`src/design/sfvc_pkg.sv`:
```
// package: constants, types and field layout of the volatile configuration block
// Operation
// - dummy field sets fast read dummy cycles
// - xip bit must be cleared for xip
// - basic xip variants ignore the xip bit
// - wrap field applies to every read
// - wrap restarts at aligned block start
// - each register write replaces power-on values
// - quad bit low selects quad protocol
// - quad bit high resumes extended or dual
// - dual bit low selects dual, quad wins
// - hold bit low disables hold/reset pin
// - power-on restores hold unless nonvolatile disables
// - accel bit low enables high voltage
// - accel bit only for quad modify cases
// - accelerated quad modify temporarily uses extended
// - voltage timeout runs slow, flags error
// - drive code selects impedance, two reserved
// - dummy resets 15, zero acts as 15
// - wrap codes 16, 32, 64, sequential
`default_nettype none
package sfvc_pkg;
  // ****************************************
  // field layout
  // ****************************************
  localparam int RC_DUMMY_MSB = 7;
  localparam int RC_DUMMY_LSB = 4;
  localparam int RC_XIP_BIT = 3;
  localparam int RC_WRAP_MSB = 1;
  localparam int RC_WRAP_LSB = 0;
  localparam int EC_QUAD_BIT = 7;
  localparam int EC_DUAL_BIT = 6;
  localparam int EC_HOLD_BIT = 4;
  localparam int EC_ACCEL_BIT = 3;
  localparam int EC_DRV_MSB = 2;
  localparam int EC_DRV_LSB = 0;
  localparam logic [7:0] RC_WMASK = 8'hfb;
  localparam logic [7:0] EC_WMASK = 8'hdf;
  localparam logic [7:0] RC_RESET = 8'hfb;
  localparam logic [7:0] EC_RESET = 8'hdf;
  localparam logic [3:0] DUMMY_ZERO = 4'h0;
  localparam logic [3:0] DUMMY_MAX = 4'hf;
  localparam logic [2:0] DRV_RSVD_A = 3'h0;
  localparam logic [2:0] DRV_RSVD_B = 3'h4;
  localparam logic [1:0] WRAP_16 = 2'h0;
  localparam logic [1:0] WRAP_32 = 2'h1;
  localparam logic [1:0] WRAP_64 = 2'h2;
  localparam logic [1:0] WRAP_SEQ = 2'h3;
  // ****************************************
  // serial commands
  // ****************************************
  localparam logic [7:0] OP_WRITE_READ_CFG = 8'ha1;
  localparam logic [7:0] OP_WRITE_ENH_CFG = 8'ha2;
  localparam logic [7:0] OP_READ_READ_CFG = 8'ha3;
  localparam logic [7:0] OP_READ_ENH_CFG = 8'ha4;
  localparam logic [4:0] CNT_OPCODE = 5'h08;
  localparam logic [4:0] CNT_FRAME = 5'h10;
  // ****************************************
  // timing
  // ****************************************
  localparam int CLK_HZ = 40_000_000;
  localparam int VPP_TIMEOUT_MS = 200;
  localparam int VPP_TIMEOUT_CYC = VPP_TIMEOUT_MS * (CLK_HZ / 1000);
  localparam int ADDR_W = 24;
  // ****************************************
  // types
  // ****************************************
  typedef enum logic [1:0] {
    SFVC_PROTO_EXT,
    SFVC_PROTO_DUAL,
    SFVC_PROTO_QUAD
  } sfvc_proto_t;
  typedef struct packed {
    logic [3:0] dummy_cycles;
    logic xip_ready;
    logic [1:0] wrap;
    sfvc_proto_t proto;
    logic hold_en;
    logic accel_en;
    logic [2:0] drive;
    logic drive_reserved;
  } sfvc_cfg_t;
endpackage : sfvc_pkg
`default_nettype wire

```
`src/design/sfvc_config.sv`:
```
// volatile read and enhanced configuration registers with serial access
`timescale 1ns/1ps
`default_nettype none
module sfvc_config #(
  parameter int VPP_TIMEOUT = sfvc_pkg::VPP_TIMEOUT_CYC
) (
  input wire logic sys_clk_in,
  input wire logic rst_in,
  input wire logic sck_in,
  input wire logic cs_n_in,
  input wire logic [3:0] dq_in,
  output logic [3:0] dq_out,
  output logic [3:0] dq_oe_out,
  input wire logic [7:0] nv_read_config_in,
  input wire logic [7:0] nv_enhanced_config_in,
  input wire logic basic_xip_variant_in,
  input wire logic vpp_high_in,
  input wire logic quad_modify_done_in,
  input wire logic quad_program_cmd_in,
  input wire logic rd_load_in,
  input wire logic [sfvc_pkg::ADDR_W-1:0] rd_start_addr_in,
  input wire logic rd_advance_in,
  output logic [sfvc_pkg::ADDR_W-1:0] rd_addr_out,
  output sfvc_pkg::sfvc_cfg_t cfg_out,
  output logic accel_speed_out,
  output logic vpp_wait_out,
  output logic vpp_err_out
);
  // ****************************************
  // functions
  // ****************************************
  function automatic logic [2:0] lane_width(input sfvc_pkg::sfvc_proto_t p);
    unique case (p)
      sfvc_pkg::SFVC_PROTO_QUAD: lane_width = 3'h4;
      sfvc_pkg::SFVC_PROTO_DUAL: lane_width = 3'h2;
      default: lane_width = 3'h1;
    endcase
  endfunction : lane_width

  function automatic logic is_read_op(input logic [7:0] op);
    is_read_op = (op == sfvc_pkg::OP_READ_READ_CFG) || (op == sfvc_pkg::OP_READ_ENH_CFG);
  endfunction : is_read_op

  // ****************************************
  // pin synchronisers
  // ****************************************
  logic sck_s1_reg, sck_s2_reg, sck_s3_reg;
  logic cs_s1_reg, cs_s2_reg, cs_s3_reg;
  logic vpp_s1_reg, vpp_s2_reg;
  logic [3:0] dq_s1_reg, dq_s2_reg;
  logic sck_rise, sck_fall, cs_release, selected;

  // the second and third stages feed edge detection, the first stays isolated
  always_ff @(posedge sys_clk_in or posedge rst_in) begin
    if (rst_in) begin
      sck_s1_reg <= 1'b0;
      sck_s2_reg <= 1'b0;
      sck_s3_reg <= 1'b0;
      cs_s1_reg <= 1'b1;
      cs_s2_reg <= 1'b1;
      cs_s3_reg <= 1'b1;
      vpp_s1_reg <= 1'b0;
      vpp_s2_reg <= 1'b0;
      dq_s1_reg <= 4'h0;
      dq_s2_reg <= 4'h0;
    end else begin
      sck_s1_reg <= sck_in;
      sck_s2_reg <= sck_s1_reg;
      sck_s3_reg <= sck_s2_reg;
      cs_s1_reg <= cs_n_in;
      cs_s2_reg <= cs_s1_reg;
      cs_s3_reg <= cs_s2_reg;
      vpp_s1_reg <= vpp_high_in;
      vpp_s2_reg <= vpp_s1_reg;
      dq_s1_reg <= dq_in;
      dq_s2_reg <= dq_s1_reg;
    end
  end

  assign selected = ~cs_s2_reg;
  assign sck_rise = selected & sck_s2_reg & ~sck_s3_reg;
  assign sck_fall = selected & ~sck_s2_reg & sck_s3_reg;
  assign cs_release = cs_s2_reg & ~cs_s3_reg;

  // ****************************************
  // register state and power-on load
  // ****************************************
  logic [7:0] read_cfg_reg;
  logic [7:0] enh_cfg_reg;
  logic load_pend_reg;
  logic basic_xip_reg;
  logic temp_ext_reg;
  logic [7:0] op_reg;
  logic op_valid_reg;
  logic [15:0] in_sh_reg;
  logic [4:0] cnt_reg;
  sfvc_pkg::sfvc_proto_t base_proto;
  sfvc_pkg::sfvc_proto_t eff_proto;
  logic [2:0] lanes;
  logic wr_commit;
  logic frame_long_reg;

  always_ff @(posedge sys_clk_in or posedge rst_in) begin
    if (rst_in) begin
      load_pend_reg <= 1'b1;
    end else begin
      load_pend_reg <= 1'b0;
    end
  end

  // straps and nonvolatile values are taken on the first edge after release
  always_ff @(posedge sys_clk_in or posedge rst_in) begin
    if (rst_in) begin
      basic_xip_reg <= 1'b0;
    end else if (load_pend_reg) begin
      basic_xip_reg <= basic_xip_variant_in;
    end
  end

  assign wr_commit = cs_release & op_valid_reg & ~frame_long_reg &
                     (cnt_reg == sfvc_pkg::CNT_FRAME);

  always_ff @(posedge sys_clk_in or posedge rst_in) begin
    if (rst_in) begin
      read_cfg_reg <= sfvc_pkg::RC_RESET;
    end else if (load_pend_reg) begin
      read_cfg_reg <= nv_read_config_in & sfvc_pkg::RC_WMASK;
    end else if (wr_commit && op_reg == sfvc_pkg::OP_WRITE_READ_CFG) begin
      read_cfg_reg <= in_sh_reg[7:0] & sfvc_pkg::RC_WMASK;
    end
  end

  always_ff @(posedge sys_clk_in or posedge rst_in) begin
    if (rst_in) begin
      enh_cfg_reg <= sfvc_pkg::EC_RESET;
    end else if (load_pend_reg) begin
      enh_cfg_reg <= nv_enhanced_config_in & sfvc_pkg::EC_WMASK;
    end else if (wr_commit && op_reg == sfvc_pkg::OP_WRITE_ENH_CFG) begin
      enh_cfg_reg <= in_sh_reg[7:0] & sfvc_pkg::EC_WMASK;
    end
  end

  // ****************************************
  // protocol selection
  // ****************************************
  always_comb begin
    if (!enh_cfg_reg[sfvc_pkg::EC_QUAD_BIT]) begin
      base_proto = sfvc_pkg::SFVC_PROTO_QUAD;
    end else if (!enh_cfg_reg[sfvc_pkg::EC_DUAL_BIT]) begin
      base_proto = sfvc_pkg::SFVC_PROTO_DUAL;
    end else begin
      base_proto = sfvc_pkg::SFVC_PROTO_EXT;
    end
    eff_proto = temp_ext_reg ? sfvc_pkg::SFVC_PROTO_EXT : base_proto;
    lanes = lane_width(eff_proto);
  end

  // ****************************************
  // serial command capture
  // ****************************************
  always_ff @(posedge sys_clk_in or posedge rst_in) begin
    if (rst_in) begin
      in_sh_reg <= 16'h0000;
      cnt_reg <= 5'h00;
    end else if (!selected) begin
      cnt_reg <= 5'h00;
    end else if (sck_rise && cnt_reg < sfvc_pkg::CNT_FRAME) begin
      unique case (eff_proto)
        sfvc_pkg::SFVC_PROTO_QUAD: in_sh_reg <= {in_sh_reg[11:0], dq_s2_reg};
        sfvc_pkg::SFVC_PROTO_DUAL: in_sh_reg <= {in_sh_reg[13:0], dq_s2_reg[1:0]};
        default: in_sh_reg <= {in_sh_reg[14:0], dq_s2_reg[0]};
      endcase
      cnt_reg <= cnt_reg + {2'b00, lanes};
    end
  end

  always_ff @(posedge sys_clk_in or posedge rst_in) begin
    if (rst_in) begin
      op_reg <= 8'h00;
      op_valid_reg <= 1'b0;
    end else if (!selected) begin
      op_valid_reg <= 1'b0;
    end else if (cnt_reg == sfvc_pkg::CNT_OPCODE && !op_valid_reg) begin
      op_reg <= in_sh_reg[7:0];
      op_valid_reg <= 1'b1;
    end
  end

  // ****************************************
  // over-length frame guard
  // ****************************************
  // extra clocks past the data byte refuse the frame instead of committing it
  always_ff @(posedge sys_clk_in or posedge rst_in) begin
    if (rst_in) begin
      frame_long_reg <= 1'b0;
    end else if (!selected) begin
      frame_long_reg <= 1'b0;
    end else if (sck_rise && cnt_reg == sfvc_pkg::CNT_FRAME) begin
      frame_long_reg <= 1'b1;
    end
  end

  // ****************************************
  // register read-back
  // ****************************************
  logic [7:0] out_sh_reg;
  logic rd_active_reg;
  logic rd_is_op;

  assign rd_is_op = is_read_op(in_sh_reg[7:0]);

  // data leaves on falling clock edges so the host samples it just before the next fall
  always_ff @(posedge sys_clk_in or posedge rst_in) begin
    if (rst_in) begin
      out_sh_reg <= 8'h00;
      rd_active_reg <= 1'b0;
      dq_out <= 4'h0;
      dq_oe_out <= 4'h0;
    end else if (!selected) begin
      rd_active_reg <= 1'b0;
      dq_oe_out <= 4'h0;
    end else if (cnt_reg == sfvc_pkg::CNT_OPCODE && !op_valid_reg && rd_is_op) begin
      rd_active_reg <= 1'b1;
      out_sh_reg <= (in_sh_reg[7:0] == sfvc_pkg::OP_READ_READ_CFG) ? read_cfg_reg
                                                                   : enh_cfg_reg;
    end else if (sck_fall && rd_active_reg) begin
      unique case (eff_proto)
        sfvc_pkg::SFVC_PROTO_QUAD: begin
          dq_out <= out_sh_reg[7:4];
          dq_oe_out <= 4'hf;
          out_sh_reg <= {out_sh_reg[3:0], 4'h0};
        end
        sfvc_pkg::SFVC_PROTO_DUAL: begin
          dq_out <= {2'b00, out_sh_reg[7:6]};
          dq_oe_out <= 4'h3;
          out_sh_reg <= {out_sh_reg[5:0], 2'b00};
        end
        default: begin
          dq_out <= {2'b00, out_sh_reg[7], 1'b0};
          dq_oe_out <= 4'h2;
          out_sh_reg <= {out_sh_reg[6:0], 1'b0};
        end
      endcase
    end
  end

  // ****************************************
  // accelerating voltage sequencing
  // ****************************************
  typedef enum logic [1:0] {
    ACC_IDLE,
    ACC_WAIT_VPP,
    ACC_BOOST
  } sfvc_acc_state_t;

  sfvc_acc_state_t acc_state_reg;
  logic [31:0] vpp_timer_reg;
  logic accel_applies;

  // the bit only matters for quad modify commands or quad protocol
  assign accel_applies = ~enh_cfg_reg[sfvc_pkg::EC_ACCEL_BIT] &
                         (quad_program_cmd_in |
                          (base_proto == sfvc_pkg::SFVC_PROTO_QUAD));

  always_ff @(posedge sys_clk_in or posedge rst_in) begin
    if (rst_in) begin
      acc_state_reg <= ACC_IDLE;
      vpp_timer_reg <= 32'h00000000;
      temp_ext_reg <= 1'b0;
      vpp_err_out <= 1'b0;
    end else begin
      vpp_err_out <= 1'b0;
      unique case (acc_state_reg)
        ACC_IDLE: begin
          if (quad_modify_done_in && accel_applies) begin
            acc_state_reg <= ACC_WAIT_VPP;
            vpp_timer_reg <= 32'h00000000;
            temp_ext_reg <= (base_proto == sfvc_pkg::SFVC_PROTO_QUAD);
          end
        end
        ACC_WAIT_VPP: begin
          if (vpp_s2_reg) begin
            acc_state_reg <= ACC_BOOST;
          end else if (vpp_timer_reg == 32'(VPP_TIMEOUT - 1)) begin
            // slow run: the voltage never came, so quad is back at once
            acc_state_reg <= ACC_IDLE;
            temp_ext_reg <= 1'b0;
            vpp_err_out <= 1'b1;
          end else begin
            vpp_timer_reg <= vpp_timer_reg + 32'h00000001;
          end
        end
        ACC_BOOST: begin
          if (!vpp_s2_reg) begin
            acc_state_reg <= ACC_IDLE;
            temp_ext_reg <= 1'b0;
          end
        end
      endcase
    end
  end

  assign accel_speed_out = (acc_state_reg == ACC_BOOST);
  assign vpp_wait_out = (acc_state_reg == ACC_WAIT_VPP);

  // ****************************************
  // configuration outputs
  // ****************************************
  logic [3:0] dummy_raw;
  logic [2:0] drv_raw;

  assign dummy_raw = read_cfg_reg[sfvc_pkg::RC_DUMMY_MSB:sfvc_pkg::RC_DUMMY_LSB];
  assign drv_raw = enh_cfg_reg[sfvc_pkg::EC_DRV_MSB:sfvc_pkg::EC_DRV_LSB];

  always_comb begin
    // the host must pick a count that suits its clock; too few gives bad data
    cfg_out.dummy_cycles = (dummy_raw == sfvc_pkg::DUMMY_ZERO) ? sfvc_pkg::DUMMY_MAX
                                                               : dummy_raw;
    cfg_out.xip_ready = basic_xip_reg | ~read_cfg_reg[sfvc_pkg::RC_XIP_BIT];
    cfg_out.wrap = read_cfg_reg[sfvc_pkg::RC_WRAP_MSB:sfvc_pkg::RC_WRAP_LSB];
    cfg_out.proto = eff_proto;
    cfg_out.hold_en = enh_cfg_reg[sfvc_pkg::EC_HOLD_BIT];
    cfg_out.accel_en = ~enh_cfg_reg[sfvc_pkg::EC_ACCEL_BIT];
    cfg_out.drive = drv_raw;
    cfg_out.drive_reserved = (drv_raw == sfvc_pkg::DRV_RSVD_A) ||
                             (drv_raw == sfvc_pkg::DRV_RSVD_B);
  end

  // ****************************************
  // wrapping read address
  // ****************************************
  sfvc_wrap_addr u_wrap (
    .sys_clk_in(sys_clk_in),
    .rst_in(rst_in),
    .load_in(rd_load_in),
    .start_addr_in(rd_start_addr_in),
    .advance_in(rd_advance_in),
    .wrap_in(cfg_out.wrap),
    .addr_out(rd_addr_out)
  );
endmodule : sfvc_config
`default_nettype wire

```
`src/design/sfvc_wrap_addr.sv`:
```
// read address counter that wraps inside an aligned block
`timescale 1ns/1ps
`default_nettype none
module sfvc_wrap_addr (
  input wire logic sys_clk_in,
  input wire logic rst_in,
  input wire logic load_in,
  input wire logic [sfvc_pkg::ADDR_W-1:0] start_addr_in,
  input wire logic advance_in,
  input wire logic [1:0] wrap_in,
  output logic [sfvc_pkg::ADDR_W-1:0] addr_out
);
  logic [sfvc_pkg::ADDR_W-1:0] mask;
  logic [sfvc_pkg::ADDR_W-1:0] inc;
  logic [sfvc_pkg::ADDR_W-1:0] addr_next;

  always_comb begin
    unique case (wrap_in)
      sfvc_pkg::WRAP_16: mask = 24'h00000f;
      sfvc_pkg::WRAP_32: mask = 24'h00001f;
      sfvc_pkg::WRAP_64: mask = 24'h00003f;
      default: mask = 24'hffffff;
    endcase
    inc = addr_out + 24'h000001;
    // high bits stay fixed, so the count returns to the block start
    addr_next = (addr_out & ~mask) | (inc & mask);
  end

  always_ff @(posedge sys_clk_in or posedge rst_in) begin
    if (rst_in) begin
      addr_out <= 24'h000000;
    end else if (load_in) begin
      addr_out <= start_addr_in;
    end else if (advance_in) begin
      addr_out <= addr_next;
    end
  end
endmodule : sfvc_wrap_addr
`default_nettype wire

```
`config.mk`:
```
export PLATFORM = sky130hd
export DESIGN_NAME = sfvc_config
export DESIGN_NICKNAME = d
export VERILOG_FILES = /design/src/design/sfvc_pkg.sv /design/src/design/sfvc_config.sv /design/src/design/sfvc_wrap_addr.sv
export SDC_FILE = /design/constraint.sdc
export NUM_CORES = 1
export LEC_CHECK = 0
export BUFFER_PORTS_ARGS = -buffer_cell sky130_fd_sc_hd__clkbuf_2
export CORE_AREA = 2 2 157 159
export CTS_CLUSTER_DIAMETER = 100
export DETAILED_ROUTE_END_ITERATION = 10
export DIE_AREA = 0 0 159 161
export MAX_ROUTING_LAYER = met4
export PLACE_DENSITY = 0.48
export SLEW_MARGIN = 20
export SYNTH_ARGS = -nofsm -noshare
export SYNTH_HDL_FRONTEND = slang
export SYNTH_HIERARCHICAL = 1
export SYNTH_SLANG_ARGS = --single-unit
```
`constraint.sdc`:
```
create_clock -name sys_clk_in -period 4.85 [get_ports sys_clk_in]
set_input_delay 1.455 -clock sys_clk_in [delete_from_list [all_inputs] [get_ports sys_clk_in]]
set_output_delay 1.455 -clock sys_clk_in [all_outputs]
set_load 0.03 [all_outputs]
```
Word-level counts from Yosys, hierarchy flattened
Index checks and enable logic that the tools add are counted.
{ "word_totals": {"ff_bits": 134, "latch_bits": 0, "mem_bits_rw": 0, "rom_bits": 0, "in_bits": 54, "output_inout_bits": 50, "wordCells": 157, "mem_count": 0} }
{ "classes": {"n_addsub": 3, "n_mul": 0, "div_mod_pow": 0, "magnitude_cmp": 1, "eq_ne": 22, "shifts": 0, "muxes": 47, "n_bitwise": 23, "reduce_logical": 33} }
{ "op_table": {"columns": ["cell", "count"], "rows": [
  ["$mux 32", 3],
  ["$pmux 24 s3", 1],
  ["$pmux 32 s2", 1],
  ["$mux 8", 7],
  ["$and 24x24->24", 2],
  ["$mux 24", 2],
  ["$add 32x1->32 const B", 1],
  ["$eq 32x23->1 const B", 1],
  ["$eq 8x8->1 const B", 4],
  ["$pmux 8 s2", 2],
  ["$add 24x1->24 const B", 1],
  ["$not 24->24", 1],
  ["$or 24x24->24", 1],
  ["$reduce_bool 2->1", 10],
  ["$mux 4", 4],
  ["$pmux 4 s2", 2],
  ["$mux 1", 14],
  ["$mux 2", 6],
  ["$mux 5", 2],
  ["$ne 2x2->1 const B", 5],
  ["$and 1x1->1", 9],
  ["$eq 2x2->1 const B", 4],
  ["$logic_and 1x1->1", 8],
  ["$not 1->1", 8],
  ["other kinds (20)", 30]
]} }

Logic depth before layout (Yosys ltp)
{ "logic_depth": {"depth_word": 8, "depth_mapped": 9, "ltp_nobuf": 9} }

By module
Netlist, hierarchy kept.
{ "modules_own_cells": {"columns": ["mod", "instances", "cells_per_inst", "area_each_um2", "seq_area_each_um2"], "rows": [
  ["sfvc_config", 1, 571, 5674.2, 2700.1],
  ["sfvc_wrap_addr", 1, 156, 1417.6, 600.6]
]} }

Least setup slack after synthesis
No wires, ideal clock.
{ "synth_timing": {"path_kind": "input-to-reg", "start": "input quad_program_cmd_in", "end": "register vpp_timer_reg[13]", "setup_time_ns": 0.124, "arrival_ns": 2.637, "t_required_ns": 4.726, "path_slack_ns": 2.089, "stages": 6, "n_path_buf": 2, "cell_sequence": "and2b_2 -> o21a_1 -> clkbuf_1 -> a21o_2 -> buf_8 -> a211o_1"} }
{ "synth_via": {"elab_chain_len": 5} }
{ "synth_lines": {"columns": ["element", "line_no", "rtl"], "rows": [
  ["start: declaration", "sfvc_config.sv:19", "input wire logic quad_program_cmd_in,"],
  ["$or 1x1->1", "sfvc_config.sv:262", "(quad_program_cmd_in |"],
  ["$and 1x1->1", "sfvc_config.sv:261", "assign accel_applies = ~enh_cfg_reg[sfvc_pkg::EC_ACCEL_BIT] &"],
  ["$logic_and 1x1->1", "sfvc_config.sv:275", "if (quad_modify_done_in && accel_applies) begin"],
  ["$ne 2x2->1 (no line)", null, null],
  ["$reduce_and 4->1 (no line)", null, null],
  ["end signal: assignment", "sfvc_config.sv:290", "vpp_timer_reg <= vpp_timer_reg + 32'h00000001;"],
  ["end: declaration", "sfvc_config.sv:257", "logic [31:0] vpp_timer_reg;"]
]} }
Every way passes these cells.
A chain may end at the register's enable or synchronous reset.

Worst setup path after layout
{ "layout_timing": {"start": "register acc_state_reg[1]", "end": "output vpp_wait_out"} }
{ "layout_via": {"elab_chain_len": 1} }
{ "layout_lines": {"columns": ["element", "line_no", "rtl"], "rows": [
  ["start: declaration", "sfvc_config.sv:256", "sfvc_acc_state_t acc_state_reg;"],
  ["start signal: assignment", "sfvc_config.sv:267", "acc_state_reg <= ACC_IDLE;"],
  ["start signal: assignment", "sfvc_config.sv:276", "acc_state_reg <= ACC_WAIT_VPP;"],
  ["start signal: assignment", "sfvc_config.sv:283", "acc_state_reg <= ACC_BOOST;"],
  ["$eq 2x1->1", "sfvc_config.sv:304", "assign vpp_wait_out = (acc_state_reg == ACC_WAIT_VPP);"],
  ["end: declaration", "sfvc_config.sv:26", "output logic vpp_wait_out,"]
]} }
Every way passes these cells.

==> qor.yml <==
run_status:
  status: "completed"
yosys:
  seq_area_frac_synth_pct: 46.54
  netlist_area_um2: 7092
  ys_top_cells_by_count: "113 x dfrtp_1, 81 x nand2_1, 48 x o21ai_0"
  synth-edff-count: 0
  syn_inst: 727
  synth_top_area_share_pct: 39.87
  synthTopCellsByArea: "dfrtp_1 40%, dfstp_2 6.7%, nand2_1 4.3%, mux2i_1 4.0%, o21ai_0 3.4%"
  yosysWarnings: 6
  ys_ff_latch: 131
  synth.net_count: 793
  avgSynthCellArea_um2: 9.755
  async_reset_ff_share_pct: 100.0
  synth_ff_type: "dfrtp_1"
  synth_top_area_cell: "dfrtp_1"
  ys_types: 79
  synth_most_common_cell: "dfrtp_1"
timing:
  finalHoldViolations: 0
  final-setup-viol-count: 0
  fin_crit_sh_pct: 64.84
  slew_violations: 0
  fmax_mhz: 318.0
  rsz0062_at_grt: "no"
  worstMarginPinSlew_ns: 1.069
  setup_tns_ns: 0
  slew_headroom_pct: 28.17
  fin_ws_ns: 1.706
  fin_crit_ns: 3.145
  final.setup_skew_ns: 0.01160
route:
  num_vias: 5811
  wl_um: 18960
  drc_errors: 0
  final_antenna_net_count: 0
  wire_per_inst_um: 16.60
  drtIter0Drc: 390
  firstDrtPassIters: 5
  viasPerCell: 5.088
clocking:
  cts_buffer_depth: 2
  cts_tree: "done"
  h-tree-depth: 4
  clk_latency_ns: 0.42
  root_buffer: "clkbuf_16"
  cts_setup_buffers: 0
  clk_pin_slew_ns: 0.06
  cts_buffers: 17
  clock_sinks: 131
  hold_buffers: 0
  cts_resized: 0
critical_path:
  start_kind: "flop"
  crit_start: "acc_state_reg[1]$_DFFE_PP0P_"
  cp-end-kind: "primary output"
  max_stage_delay_ns: 0.39
  worst-path-buf-inv: 3
  critPathSlowestCell: "dfrtp_1"
  r2r_start: "vpp_timer_reg[10]$_DFFE_PP0P_"
  cp_max_fo: 38
  critical-path-top-delay-family: "buffers and inverters"
  cp.required_ns: 3.39
  worstPathCellList: "inv_1 > ha_1 > buf_4 > clkbuf_2"
  crit_type: "flop to primary output"
  cp_data_arrival_time_ns: 1.69
final_layout:
  fin_nets: 871
  num_antenna_cells: 0
  area_growth_pct: 18.38
  nFillCells: 2519
  drive_gt1_share_pct: 24.57
die:
  initial_core_util_pct: 29.59
  dieWidth_um: 159
  design.portCount: 104
  die_area_um2: 25600
  rows: 57
  core_um2: 23960
  die_h_um: 161
power_and_ir_drop:
  power_frac_clock_pct: 38.3
  pwr-share-comb_pct: 22.5
  p_sw_share_pct: 35.44
  p_leak_nw: 3.640
  power_mw: 3.470
  power_density_nw_per_um2: 413.3
  p_sw_mw: 1.230
  vdd_ir_drop_max_uv: 276.8
  seqPwrFrac_pct: 39.2
  power.internal_mw: 2.240
grt:
  grt_first_pass_wirelength_um: 30900
  antenna_found_initial: 0
  grt_pass1_vias: 5567
  globalRouteTotalUtil_pct: 15.64
  grt-ovfl-total: 0
  grt_start_max_net_pins: 54
worst_hold_path:
  hp-start: "dq_s1_reg[2]$_DFF_PP0_"
  hold_class: "flop to flop"
place:
  place_ws_ns: 1.610
  hpwl_um: 13160
  gp_congestion: 0.7838
  numPortBuffers: 101
run:
  cap_viol_max_count: 0
==> through the flow <==
stage | hold slack [ns] | area (um^2) | cells | utilization, %
3_3_place_gp | 0.3328 | 7786 | 1110 | 32.49
2_1_floorplan | 0.3312 | 7092 | 727 | -
3_5_place_dp | 0.3347 | 7786 | 1110 | 32.49
5_1_grt | 0.3514 | 8396 | 1142 | 35.04
4_1_cts | 0.3477 | 8396 | 1142 | 35.04
6_report | 0.3466 | 8396 | 1142 | 35.04
==> final cells by class <==
type / instances / area (um^2) / share of cell area (%)
multi-input cells: 524 / 3437 / 40.94
well taps: 324 / 405.4 / 4.829
clock buffers: 18 / 439.2 / 5.231
flip-flops and latches: 131 / 3301 / 39.31
inverters: 24 / 92.59 / 1.103
repair buffers: 107 / 550.5 / 6.557
clock inverters: 14 / 170.2 / 2.027
==> path summary, 6_finish.rpt <==
check | to | slack, ns | cells after the start
worst max-delay path | vpp_wait_out | 1.71 | 4
worst min-delay path | dq_s2_reg[2]$_DFF_PP0_ | 0.35 | 0
worst max register to register | vpp_timer_reg[8]$_DFFE_PP0P_ | 1.85 | 5
worst min register to register | dq_s2_reg[2]$_DFF_PP0_ | 0.35 | 0
max in group asynchronous | load_pend_reg$_DFF_PP1_ | 2.80 | 3
min in group asynchronous | async pin | 1.14 | 2
==> power by group through the flow <==
stage | combinational, mW | clock, mW | sequential [mW]
4_1_cts | 0.790 | 1.36 | 1.36
3_3_place_gp | 0.786 | 0 | 1.38
6_report | 0.780 | 1.33 | 1.36
2_1_floorplan | 0.615 | 0 | 1.33
3_5_place_dp | 0.789 | 0 | 1.38
5_1_grt | 0.869 | 1.42 | 1.38
==> placed cells by master (no fill, tap or decap), types with 5 or more instances in the layout <==
master / synthesis / routed
nor4_1: 12 / 12
nand3_1: 21 / 21
inv_1: 24 / 22
a22oi_1: 11 / 11
nor3_1: 24 / 24
clkbuf_16: 0 / 17
a31oi_1: 25 / 25
a21oi_1: 26 / 26
nand4_1: 24 / 24
or4_1: 12 / 12
nand2_1: 81 / 81
xnor2_1: 8 / 8
nor4b_1: 6 / 5
a221o_1: 5 / 5
clkinv_4: 0 / 6
buf_4: 8 / 6
nand2b_1: 9 / 9
clkbuf_2: 1 / 101
o21ai_0: 48 / 48
a211o_1: 13 / 13
o31ai_1: 7 / 7
dfstp_2: 18 / 18
and3_1: 15 / 15
dfrtp_1: 113 / 113
mux2i_1: 28 / 28
mux2_2: 19 / 19
nor2_1: 45 / 45
ha_1: 11 / 11
==> layer usage <==
layer,up-vias,GRT usage [%],wire length (um)
li1,2842,-,-
met1,2837,21.64,9466
met2,118,23.38,8663
met3,14,3.236,651
met4,0,4.215,178
met5,-,-,0
==> cells by family after synthesis <==
family                   after synthesis  synth area share [%]
AND/OR/NAND/NOR                      285                 21.74
AO/OA/AOI/OAI                        167                 15.91
flip-flops                           131                 46.54
buffers and inverters                 72                 5.081
multiplexers                          47                 6.969
adder cells (fa/ha/maj)               12                 2.223
XOR/XNOR                              12                 1.482
other                                  1               0.05288
No activity file was read; power rests on OpenSTA's default activity.
